**src/rtl/sadc_regs.vh**
```
`ifndef SADC_REGS_VH
`define SADC_REGS_VH
// Register byte offsets on the AXI4-Lite bus.
`define SADC_OFF_CTRL0 4'h0
`define SADC_OFF_CTRL1 4'h4
`define SADC_OFF_RES_HIGH 4'h8
`define SADC_OFF_RES_LOW 4'hc
`define SADC_OFF_STATUS 4'h0
`define SADC_OFF_STATUS_FULL 5'h10
// Primary control fields.
`define SADC_C0_CS_LO 7:6
`define SADC_C0_CHAN 5:3
`define SADC_C0_GO 2
`define SADC_C0_PWR 0
// Secondary control fields.
`define SADC_C1_JUSTIFY 7
`define SADC_C1_CS_HI 6
`define SADC_C1_PCFG 3:0
// Status fields.
`define SADC_ST_DONE 0
// Reset values.
`define SADC_CS_LO_RST 2'h0
`define SADC_CHAN_RST 3'h0
`define SADC_PCFG_RST 4'h0
// Clock select code that picks the internal RC clock.
`define SADC_CS_RC 2'h3
// Divider terminal counts (divisor minus one).
`define SADC_TERM_DIV2 6'h01
`define SADC_TERM_DIV4 6'h03
`define SADC_TERM_DIV8 6'h07
`define SADC_TERM_DIV16 6'h0f
`define SADC_TERM_DIV32 6'h1f
`define SADC_TERM_DIV64 6'h3f
// Conversion timing in bit periods, and the first trial code.
`define SADC_TAD_FIRST_BIT 4'h1
`define SADC_TAD_LAST_BIT 4'ha
`define SADC_TAD_LAST 4'hb
`define SADC_MSB_TRIAL 10'h200
// AXI responses.
`define SADC_RESP_OKAY 2'h0
`define SADC_RESP_SLVERR 2'h2
`endif

```
**src/rtl/sadc_ctrl.v**
```verilog
// Operation
// - Clock select picks oscillator divide ratio.
// - Low select bits 11 pick RC clock.
// - Channel field routes input 0 to 7.
// - Writing one starts; bit reads busy.
// - Finish loads result, clears bit, flags.
// - Power bit off shuts converter down.
// - Justify set: result right justified.
// - Justify clear: result left justified.
// - Unimplemented control bits read as zero.
// - Pin field sets analog or digital pins.
// - Pin field picks reference sources.
// - Reset makes all shared pins analog.
// - Reset powers off and aborts conversion.
// - RC clock keeps converting during sleep.
// - Result built by successive approximation.
// - Conversion lasts twelve bit periods.
// - Power-on reset leaves results untouched.
`timescale 1ns/1ps
`include "sadc_regs.vh"
module sadc_ctrl (
	// Clock and reset
	input wire aclk,
	input wire aresetn,
	// AXI4-Lite write address
	input wire [4:0] awaddr,
	input wire awvalid,
	output reg awready,
	// AXI4-Lite write data
	input wire [31:0] wdata,
	input wire [3:0] wstrb,
	input wire wvalid,
	output reg wready,
	// AXI4-Lite write response
	output reg [1:0] bresp,
	output reg bvalid,
	input wire bready,
	// AXI4-Lite read address
	input wire [4:0] araddr,
	input wire arvalid,
	output reg arready,
	// AXI4-Lite read data
	output reg [31:0] rdata,
	output reg [1:0] rresp,
	output reg rvalid,
	input wire rready,
	// Analog front end
	input wire comparator_high,
	input wire internal_rc_tick,
	input wire sleep_mode,
	output reg converter_power,
	output reg [2:0] channel_select,
	output reg sample_hold,
	output reg [9:0] dac_code,
	output reg [7:0] analog_pin_mask,
	output reg vref_pos_external,
	output reg vref_neg_external,
	// Status
	output reg conversion_busy,
	output reg conversion_done_flag
);
	localparam ST_IDLE = 2'b01;
	localparam ST_CONV = 2'b10;

	reg [1:0] clock_select_low;
	reg clock_select_high;
	reg result_justify;
	reg [3:0] pin_config_field;
	reg [7:0] result_high;
	reg [7:0] result_low;
	reg [1:0] state;
	reg [5:0] div_cnt;
	reg [3:0] tad_cnt;
	reg [9:0] trial_mask;
	reg aw_full;
	reg w_full;
	reg [4:0] aw_addr;
	reg [31:0] w_data;
	reg [3:0] w_strb;
	reg [5:0] div_term;
	reg [7:0] next_mask;
	reg next_vpos;
	reg next_vneg;
	reg [31:0] rd_mux;
	reg rd_err;

	wire rc_selected = (clock_select_low == `SADC_CS_RC);
	wire do_write = aw_full & w_full & ~bvalid;
	wire wr_lane = do_write & w_strb[0];
	wire wr_ctrl0 = wr_lane & (aw_addr == {1'b0, `SADC_OFF_CTRL0});
	wire wr_ctrl1 = wr_lane & (aw_addr == {1'b0, `SADC_OFF_CTRL1});
	wire wr_status = wr_lane & (aw_addr == `SADC_OFF_STATUS_FULL);
	wire wr_mapped = (aw_addr == {1'b0, `SADC_OFF_CTRL0}) | (aw_addr == {1'b0, `SADC_OFF_CTRL1}) |
		(aw_addr == {1'b0, `SADC_OFF_RES_HIGH}) | (aw_addr == {1'b0, `SADC_OFF_RES_LOW}) |
		(aw_addr == `SADC_OFF_STATUS_FULL);
	// A start needs the converter powered and idle; a second start while busy is dropped.
	wire start = wr_ctrl0 & w_data[`SADC_C0_GO] & w_data[`SADC_C0_PWR] & (state == ST_IDLE);
	// Clearing the power bit aborts on the same edge, so busy never outlives power.
	wire abort = (state == ST_CONV) & (~converter_power | (wr_ctrl0 & ~w_data[`SADC_C0_PWR]));
	// Oscillator ticks stop in sleep, so only the RC tick can advance a conversion then.
	wire tad_tick = rc_selected ? internal_rc_tick : (~sleep_mode & (div_cnt == div_term));
	wire finish = (state == ST_CONV) & ~abort & tad_tick & (tad_cnt == `SADC_TAD_LAST);

	always @* begin
		case ({clock_select_high, clock_select_low})
			3'h0: div_term = `SADC_TERM_DIV2;
			3'h1: div_term = `SADC_TERM_DIV8;
			3'h2: div_term = `SADC_TERM_DIV32;
			3'h4: div_term = `SADC_TERM_DIV4;
			3'h5: div_term = `SADC_TERM_DIV16;
			3'h6: div_term = `SADC_TERM_DIV64;
			default: div_term = `SADC_TERM_DIV2;
		endcase
	end

	// Reference pins are taken out of the analog channel set.
	always @* begin
		next_vpos = 1'b0;
		next_vneg = 1'b0;
		case (pin_config_field)
			4'h0: next_mask = 8'hff;
			4'h1: begin next_mask = 8'hf7; next_vpos = 1'b1; end
			4'h2: next_mask = 8'h1f;
			4'h3: begin next_mask = 8'h17; next_vpos = 1'b1; end
			4'h4: next_mask = 8'h0b;
			4'h5: begin next_mask = 8'h03; next_vpos = 1'b1; end
			4'h6: next_mask = 8'h00;
			4'h7: next_mask = 8'h00;
			4'h8: begin next_mask = 8'hf3; next_vpos = 1'b1; next_vneg = 1'b1; end
			4'h9: next_mask = 8'h3f;
			4'ha: begin next_mask = 8'h37; next_vpos = 1'b1; end
			4'hb: begin next_mask = 8'h33; next_vpos = 1'b1; next_vneg = 1'b1; end
			4'hc: begin next_mask = 8'h13; next_vpos = 1'b1; next_vneg = 1'b1; end
			4'hd: begin next_mask = 8'h03; next_vpos = 1'b1; next_vneg = 1'b1; end
			4'he: next_mask = 8'h01;
			default: begin next_mask = 8'h01; next_vpos = 1'b1; next_vneg = 1'b1; end
		endcase
	end

	always @(posedge aclk) begin
		if (!aresetn) begin
			clock_select_low <= `SADC_CS_LO_RST;
			channel_select <= `SADC_CHAN_RST;
			converter_power <= 1'b0;
			clock_select_high <= 1'b0;
			result_justify <= 1'b0;
			pin_config_field <= `SADC_PCFG_RST;
			analog_pin_mask <= 8'hff;
			vref_pos_external <= 1'b0;
			vref_neg_external <= 1'b0;
		end else begin
			analog_pin_mask <= next_mask;
			vref_pos_external <= next_vpos;
			vref_neg_external <= next_vneg;
			if (wr_ctrl0) begin
				clock_select_low <= w_data[`SADC_C0_CS_LO];
				channel_select <= w_data[`SADC_C0_CHAN];
				converter_power <= w_data[`SADC_C0_PWR];
			end
			if (wr_ctrl1) begin
				result_justify <= w_data[`SADC_C1_JUSTIFY];
				clock_select_high <= w_data[`SADC_C1_CS_HI];
				pin_config_field <= w_data[`SADC_C1_PCFG];
			end
		end
	end

	// Conversion engine. Dropping power mid-conversion aborts it like a reset.
	always @(posedge aclk) begin
		if (!aresetn) begin
			state <= ST_IDLE;
			div_cnt <= 6'h00;
			tad_cnt <= 4'h0;
			trial_mask <= 10'h000;
			dac_code <= 10'h000;
			sample_hold <= 1'b0;
			conversion_busy <= 1'b0;
		end else begin
			case (state)
				ST_IDLE: begin
					div_cnt <= 6'h00;
					tad_cnt <= 4'h0;
					sample_hold <= 1'b0;
					if (start) begin
						state <= ST_CONV;
						conversion_busy <= 1'b1;
					end
				end
				ST_CONV: begin
					if (abort) begin
						state <= ST_IDLE;
						conversion_busy <= 1'b0;
					end else begin
						if (rc_selected || div_cnt == div_term)
							div_cnt <= 6'h00;
						else if (!sleep_mode)
							div_cnt <= div_cnt + 6'h01;
						if (tad_tick) begin
							tad_cnt <= tad_cnt + 4'h1;
							if (tad_cnt == 4'h0) begin
								sample_hold <= 1'b1;
								dac_code <= `SADC_MSB_TRIAL;
								trial_mask <= `SADC_MSB_TRIAL;
							end else if (tad_cnt <= `SADC_TAD_LAST_BIT) begin
								// Keep the trial bit only when the held sample is at or above it.
								dac_code <= (comparator_high ? dac_code : (dac_code & ~trial_mask)) |
									(trial_mask >> 1);
								trial_mask <= trial_mask >> 1;
							end else begin
								state <= ST_IDLE;
								conversion_busy <= 1'b0;
							end
						end
					end
				end
				default: begin
					state <= ST_IDLE;
					conversion_busy <= 1'b0;
				end
			endcase
		end
	end

	// Results carry no reset so a reset keeps the last conversion.
	always @(posedge aclk) begin
		if (finish) begin
			if (result_justify) begin
				result_high <= {6'h00, dac_code[9:8]};
				result_low <= dac_code[7:0];
			end else begin
				result_high <= dac_code[9:2];
				result_low <= {dac_code[1:0], 6'h00};
			end
		end
	end

	always @(posedge aclk) begin
		if (!aresetn)
			conversion_done_flag <= 1'b0;
		else if (finish)
			conversion_done_flag <= 1'b1;
		else if (wr_status && w_data[`SADC_ST_DONE])
			conversion_done_flag <= 1'b0;
	end

	always @* begin
		rd_err = 1'b0;
		rd_mux = 32'h0000_0000;
		case (araddr)
			{1'b0, `SADC_OFF_CTRL0}: rd_mux[7:0] = {clock_select_low, channel_select, conversion_busy,
				1'b0, converter_power};
			{1'b0, `SADC_OFF_CTRL1}: rd_mux[7:0] = {result_justify, clock_select_high, 2'h0,
				pin_config_field};
			{1'b0, `SADC_OFF_RES_HIGH}: rd_mux[7:0] = result_high;
			{1'b0, `SADC_OFF_RES_LOW}: rd_mux[7:0] = result_low;
			`SADC_OFF_STATUS_FULL: rd_mux[0] = conversion_done_flag;
			default: rd_err = 1'b1;
		endcase
	end

	// AXI4-Lite slave: address and data are taken in either order, one write at a time.
	always @(posedge aclk) begin
		if (!aresetn) begin
			awready <= 1'b1;
			wready <= 1'b1;
			aw_full <= 1'b0;
			w_full <= 1'b0;
			aw_addr <= 5'h00;
			w_data <= 32'h0000_0000;
			w_strb <= 4'h0;
			bvalid <= 1'b0;
			bresp <= `SADC_RESP_OKAY;
			arready <= 1'b1;
			rvalid <= 1'b0;
			rdata <= 32'h0000_0000;
			rresp <= `SADC_RESP_OKAY;
		end else begin
			if (awvalid && awready) begin
				aw_full <= 1'b1;
				awready <= 1'b0;
				aw_addr <= awaddr;
			end
			if (wvalid && wready) begin
				w_full <= 1'b1;
				wready <= 1'b0;
				w_data <= wdata;
				w_strb <= wstrb;
			end
			if (do_write) begin
				aw_full <= 1'b0;
				w_full <= 1'b0;
				bvalid <= 1'b1;
				bresp <= wr_mapped ? `SADC_RESP_OKAY : `SADC_RESP_SLVERR;
			end
			if (bvalid && bready) begin
				bvalid <= 1'b0;
				awready <= 1'b1;
				wready <= 1'b1;
			end
			if (arvalid && arready) begin
				arready <= 1'b0;
				rvalid <= 1'b1;
				rdata <= rd_mux;
				rresp <= rd_err ? `SADC_RESP_SLVERR : `SADC_RESP_OKAY;
			end
			if (rvalid && rready) begin
				rvalid <= 1'b0;
				arready <= 1'b1;
			end
		end
	end
endmodule // sadc_ctrl

```
**config.mk**
```make
export PLATFORM = sky130hd
export DESIGN_NAME = sadc_ctrl
export DESIGN_NICKNAME = d
export VERILOG_FILES = /design/src/rtl/sadc_ctrl.v
export VERILOG_INCLUDE_DIRS = /design/src /design/src/rtl
export SDC_FILE = /design/constraint.sdc
export NUM_CORES = 1
export LEC_CHECK = 0
export BUFFER_PORTS_ARGS = -buffer_cell sky130_fd_sc_hd__buf_2
export CORE_MARGIN = 3
export CORE_UTILIZATION = 53
export DETAILED_ROUTE_END_ITERATION = 6
export PLACE_DENSITY = 0.76
export RECOVER_POWER = 100
export SKIP_CTS_REPAIR_TIMING = 1
export SLEW_MARGIN = 15
export SYNTH_ARGS = -nofsm -noshare
export SYNTH_HDL_FRONTEND = slang
export SYNTH_SLANG_ARGS = --single-unit
```
**constraint.sdc**
```tcl
create_clock -name aclk -period 2.9 [get_ports aclk]
set_input_delay 0.145 -clock aclk [delete_from_list [all_inputs] [get_ports aclk]]
set_output_delay 0.145 -clock aclk [all_outputs]
set_load 0.01 [all_outputs]
```
# Word level (Yosys, flattened, before mapping)
# Cells that the tools add are included.
# W data, S select, Z words.
# word_totals
ff_bits	106
input_bits	56
output_inout_bits	68
elab_cells	174
# classes
add_sub_neg	2
n_lt_le_gt_ge	1
eq_ne	40
mux	41
n_bitwise	29
n_reduce_logical	27
# ops
operator	count
$pmux W8 S12	1
$mux W10	5
$eq A4 B4 Y1 const B	8
$pmux W6 S5	1
$pmux W7 S4	1
$eq A5 B4 Y1 const B	4
$mux W6	3
$eq A4 B3 Y1 const B	4
$mux W2	8
$and A1 B1 Y1	15
$mux W1	13
$pmux W6 S2	1
$reduce_and A4 Y1	3
$reduce_or A11 Y1	1
$and A10 B10 Y10	1
$eq A5 B3 Y1 const B	2
$eq A5 B5 Y1 const B	2
$logic_not A5 Y1	2
$not A10 Y10	1
$or A10 B9 Y10	1
$reduce_or A2 Y1	5
$eq A3 B3 Y1 const B	3
$ne A3 B3 Y1 const B	3
$eq A4 B2 Y1 const B	2
other kinds (27)	50

# Depth between registers and ports, before layout
# logic_depth
word_depth	12
depth_mapped	9
ltp_nobuf	8

# Worst setup path after synthesis
# Ideal clock, no wire load.
# synth_path
path_type	reg2reg
from	register clock_select_low[0]
to	register result_high[0] (enable)
setup_time_ns	0.374
arrival_time_ns	2.129
t_required_ns	2.526
setup_slack_ns	0.398
stages_incl_launch_ff	9
path_buffers	0
period_less_slack_ns	2.502
cell_sequence	dfxtp_1 > inv_1 > ha_1 > xnor2_1 > nor3_2 > and4_4 > nand4_4 > a21oi_1 > and2_1
# synth_between
elab_chain_cells	7
elab_cells_between_ends	12
cone_classes	eq/ne (7); mux (2); bitwise (3)
# synth_rtl
item	line_no	source
start, declared	sadc_ctrl.v:65	reg [1:0] clock_select_low;
start signal, assigned	sadc_ctrl.v:142	clock_select_low <= `SADC_CS_LO_RST;
start signal, assigned	sadc_ctrl.v:156	clock_select_low <= w_data[`SADC_C0_CS_LO];
$eq A3 B3 Y1 (tied with other cells)	sadc_ctrl.v:105	case ({clock_select_high, clock_select_low})
$pmux W6 S5	sadc_ctrl.v:105	
$eq A6 B6 Y1	sadc_ctrl.v:101	wire tad_tick = rc_selected ? internal_rc_tick : (~sleep_mode & (div_cnt == div_term));
$and A1 B1 Y1	sadc_ctrl.v:101	
$mux W1 (*)	sadc_ctrl.v:101	
$and A1 B1 Y1 (*) (2 in series)	sadc_ctrl.v:102	wire finish = (state == ST_CONV) & ~abort & tad_tick & (tad_cnt == `SADC_TAD_LAST);
named net finish	sadc_ctrl.v:102	
end signal, assigned	sadc_ctrl.v:228	result_high <= {6'h00, dac_code[9:8]};
end signal, assigned	sadc_ctrl.v:231	result_high <= dac_code[9:2];
end, declared	sadc_ctrl.v:69	reg [7:0] result_high;
# The timed path passes the listed nets; every way through them passes the cells marked *.
# A chain may end at the register's enable or synchronous reset.

# Worst setup path in the final report
# layout_path
from	register clock_select_low[0]
to	register result_low[3] (enable)
# layout_between
elab_chain_cells	7
elab_cells_between_ends	12
cone_classes	eq/ne (7); mux (2); bitwise (3)
# layout_rtl
item	line_no	source
$eq A3 B3 Y1 (tied with other cells)	sadc_ctrl.v:105	
$pmux W6 S5	sadc_ctrl.v:105	
$eq A6 B6 Y1	sadc_ctrl.v:101	
$and A1 B1 Y1	sadc_ctrl.v:101	
$mux W1 (*)	sadc_ctrl.v:101	
$and A1 B1 Y1 (*) (2 in series)	sadc_ctrl.v:102	
named net finish	sadc_ctrl.v:102	
end signal, assigned	sadc_ctrl.v:229	result_low <= dac_code[7:0];
end signal, assigned	sadc_ctrl.v:232	result_low <= {dac_code[1:0], 6'h00};
end, declared	sadc_ctrl.v:70	reg [7:0] result_low;
# Marked as above.

==> flow_metrics.env <==
export IMPL_ant_nets=0
export IMPL_p_int_w=0.001927
export IMPL_die_area_sq_um=10550
export IMPL_routedWlPerCell_um=14.63
export IMPL_wirelength_um=9980
export IMPL_use_met2_pct=33.76
export IMPL_timing_final_crit_share_pct=89.30
export IMPL_crit_family="simple AND/OR/NAND/NOR gates"
export IMPL_area_growth_pct=8.100
export IMPL_ys_ff_latch=102
export IMPL_path_buf_inv=2
export IMPL_n_fill_cell=793
export IMPL_worst_pin_slew_ns=1.126
export IMPL_numCtsBuffers=9
export IMPL_placed_area_sq_um=5246
export IMPL_cts_tree="done"
export IMPL_grt_met3_usage_pct=5.007
export IMPL_grt_setup_unrepaired="false"
export IMPL_initial_core_util_pct=55.77
export IMPL_fin_worst_skew_ns=0.01196
export IMPL_die_y_um=102.7
export IMPL_clk_latency_ns=0.36
export IMPL_p_sw_w=0.0007755
export IMPL_status="finished clean"
export IMPL_power_leakage_nw=2.068
export IMPL_rows=34
export IMPL_clock_sinks=102
export IMPL_dpl_cell_count=665
export IMPL_antenna_cells=0
export IMPL_dieWidth_um=102.7
export IMPL_hold_depth=3
export IMPL_clk_pin_slew_ns=0.10
export IMPL_core_area_sq_um=8891
export IMPL_critPathMaxStageDelay_ns=0.45
export IMPL_ys_async_sr_fraction_pct=0
export IMPL_drc_errors=0
export IMPL_final_util_pct=60.29
export IMPL_fin_area_sq_um=5360
export IMPL_yosysTopAreaCell="dfxtp_1"
export IMPL_fin_crit_ns=2.590
export IMPL_avgSynthCellArea_sq_um=9.761
export IMPL_vias_per_cell=5.375
export IMPL_drt_pass1_iter_count=5
export IMPL_crit_fanout=16
export IMPL_power_density_nw_per_um2=504.2
export IMPL_grt_ovfl_total=0
export IMPL_swShare_pct=28.69
export IMPL_synth_edff_count=16
export IMPL_cp_cell_sequence="inv_1 -> ha_1 -> xnor2_1 -> nor3_2 -> and4_1 -> nand4_4 -> a21oi_1 -> and2_0 -> buf_4"
export IMPL_seq_area_frac_synth_pct=44.41
export IMPL_synth_top_area_share_pct=34.72
export IMPL_portBuffers=70
export IMPL_vias=3666
export IMPL_dp_hpwl_um=7284
export IMPL_p_total_w=0.002703
export IMPL_hold_violations=0
export IMPL_fmax_mhz=386.1
export IMPL_max_slew_margin_pct=24.22
export IMPL_r2r_cells=9
export IMPL_vdd_drop_max_mv=0.2384
export IMPL_ys_flop_type="dfxtp_1"
export IMPL_finalSetupTns_ns=0
export IMPL_drive_gt1_share_pct=12.37
export IMPL_clock_path_buffers=2
export IMPL_grt_antenna_before_repair=0
export IMPL_power_frac_clock_pct=31.6
export IMPL_ioPinCount=124
export IMPL_grt_total_usage_pct=19.56
export IMPL_slowest_stage="dfxtp_1"
export IMPL_netlist_instances=508
export IMPL_crit_required_ns=2.96
export IMPL_use_met1_pct=24.68
export IMPL_endpoint_kind="flip-flop"
export IMPL_nets=635
export IMPL_top_usage_layer="met2"
export IMPL_maxCapViolCount=0
export IMPL_grt_max_degree=66
export IMPL_holdCritPathClass="input port to flip-flop"
export IMPL_grt_pass1_wl_um=16150
export IMPL_yosys_warnings=0
export IMPL_cp_arrival_ns=2.65
export IMPL_cp_depth=9
export IMPL_crit_type="flip-flop to flip-flop"
export IMPL_synth_cell_types=69
export IMPL_h_tree_depth=3
export IMPL_clockRootBuffer="clkbuf_8"
export IMPL_syn_cell_area_sq_um=4959
export IMPL_power_frac_seq_pct=55.5
export IMPL_start_kind="flip-flop"
export IMPL_setup_viol=0
export IMPL_drt_iter0_drc=150
export IMPL_combPwrFrac_pct=12.9
export IMPL_first_global_vias=3421
export IMPL_finalMaxSlewViolations=0
export IMPL_final_cells=682
export IMPL_place_gp_congestion=0.8462
export IMPL_synth_area_leaders="dfxtp_1, edfxtp_1, nand2_1"
[cell usage after synthesis, drive strengths merged (5+ instances only)]
cell type / number
dfxtp: 86
nand2: 57
nor2b: 33
buf: 30
o21ai: 27
inv: 25
mux2i: 21
clkbuf: 19
nor2: 18
a21boi: 16
edfxtp: 16
and2: 15
a22o: 13
nand3: 12
nand2b: 11
a21oi: 10
ha: 10
a221o: 9
a22oi: 7
nor3: 7
o31ai: 7
mux2: 6
and3: 5
[cells by family (layout without fill, tap and decap cells)]
group	Yosys count	after routing	synth area share, %
other	1	26	0.07563
adders and majority gates	10	10	2.523
muxes	31	31	7.494
buffers and inverters	75	116	8.301
AOI/OAI and AO/OA	109	109	16.48
xor gates and xnor gates	3	3	0.6815
DFF	102	102	44.41
and+or+nand+nor	177	177	20.04
[routing by layer]
metal	part of all wire, %	routed length, um
met2	50	5039
met4	0.60	60
met3	3.8	382
met1	45	4498
met5	0	0
[tightest hold or removal path, cell delays in order]
cell and delay [ns]:
buf_2 0.09, nand2_1 0.05, nand3_1 0.07
[registers in the layout, summed over array words and instances (netlist names), 2 cells and up]
name              flops
rdata                 8
trial_mask           10
channel_select        3
result_low            8
analog_pin_mask       7
tad_cnt               4
clock_select_low      2
dac_code             10
w_data                8
aw_addr               5
div_cnt               6
result_high           8
pin_config_field      4
[worst paths after layout]
path / from / end / slack, ns
worst max-delay path: clock_select_low[0]$_SDFFE_PN0N_ / result_low[3]$_SDFFCE_PN0P_ / 0.31
worst min-delay path: rready / arready$_SDFFE_PP1P_ / 0.02
worst max register to register: clock_select_low[0]$_SDFFE_PN0N_ / result_low[3]$_SDFFCE_PN0P_ / 0.31
worst min register to register: w_strb[0]$_SDFFE_PN0P_ / w_strb[0]$_SDFFE_PN0P_ / 0.47
[through the flow]
stage | hold slack [ns] | worst slack [ns]
finish | 0.02286 | 0.3102
global route | 0.003144 | 0.08940
CTS | -0.02354 | 0.3286
detailed placement | 0.3765 | 0.3401
global placement | 0.3499 | 0.4088
floorplan | 0.2454 | 0.3975
[power groups by stage]
| stage | Clock, W | Sequential (W) | Combinational (W) |
|---|---|---|---|
| final | 0.000853 | 0.00150 | 0.000349 |
| after floorplan | 0 | 0.00153 | 0.000286 |
| after global placement | 0 | 0.00153 | 0.000347 |
| after CTS | 0.000882 | 0.00150 | 0.000358 |
| after detailed placement | 0 | 0.00153 | 0.000356 |
| after global routing | 0.000938 | 0.00151 | 0.000395 |
[cell type report]
class	instances	area, sq um	share of cell area, %
sequential	102	2202	41.08
tap	108	135.1	2.521
clock buffer	9	123.9	2.311
inverter	26	97.59	1.821
timing repair buffer	74	330.3	6.162
clock inverter	7	62.56	1.167
multi-input combinational	356	2409	44.93
[cells in the final DEF, fill, tap and decap left out, drive strengths merged, types with 10 or more instances in the layout]
cell type,Yosys,final
dfxtp,86,86
a21oi,10,10
nor2b,33,33
inv,25,29
o21ai,27,27
clkbuf,19,51
a21boi,16,16
ha,10,10
buf,30,31
nand3,12,12
and2,15,15
a22o,13,13
nand2,57,57
nor2,18,18
mux2i,21,21
edfxtp,16,16
conb,1,26
nand2b,11,11
(Power assumes the default switching activity.)
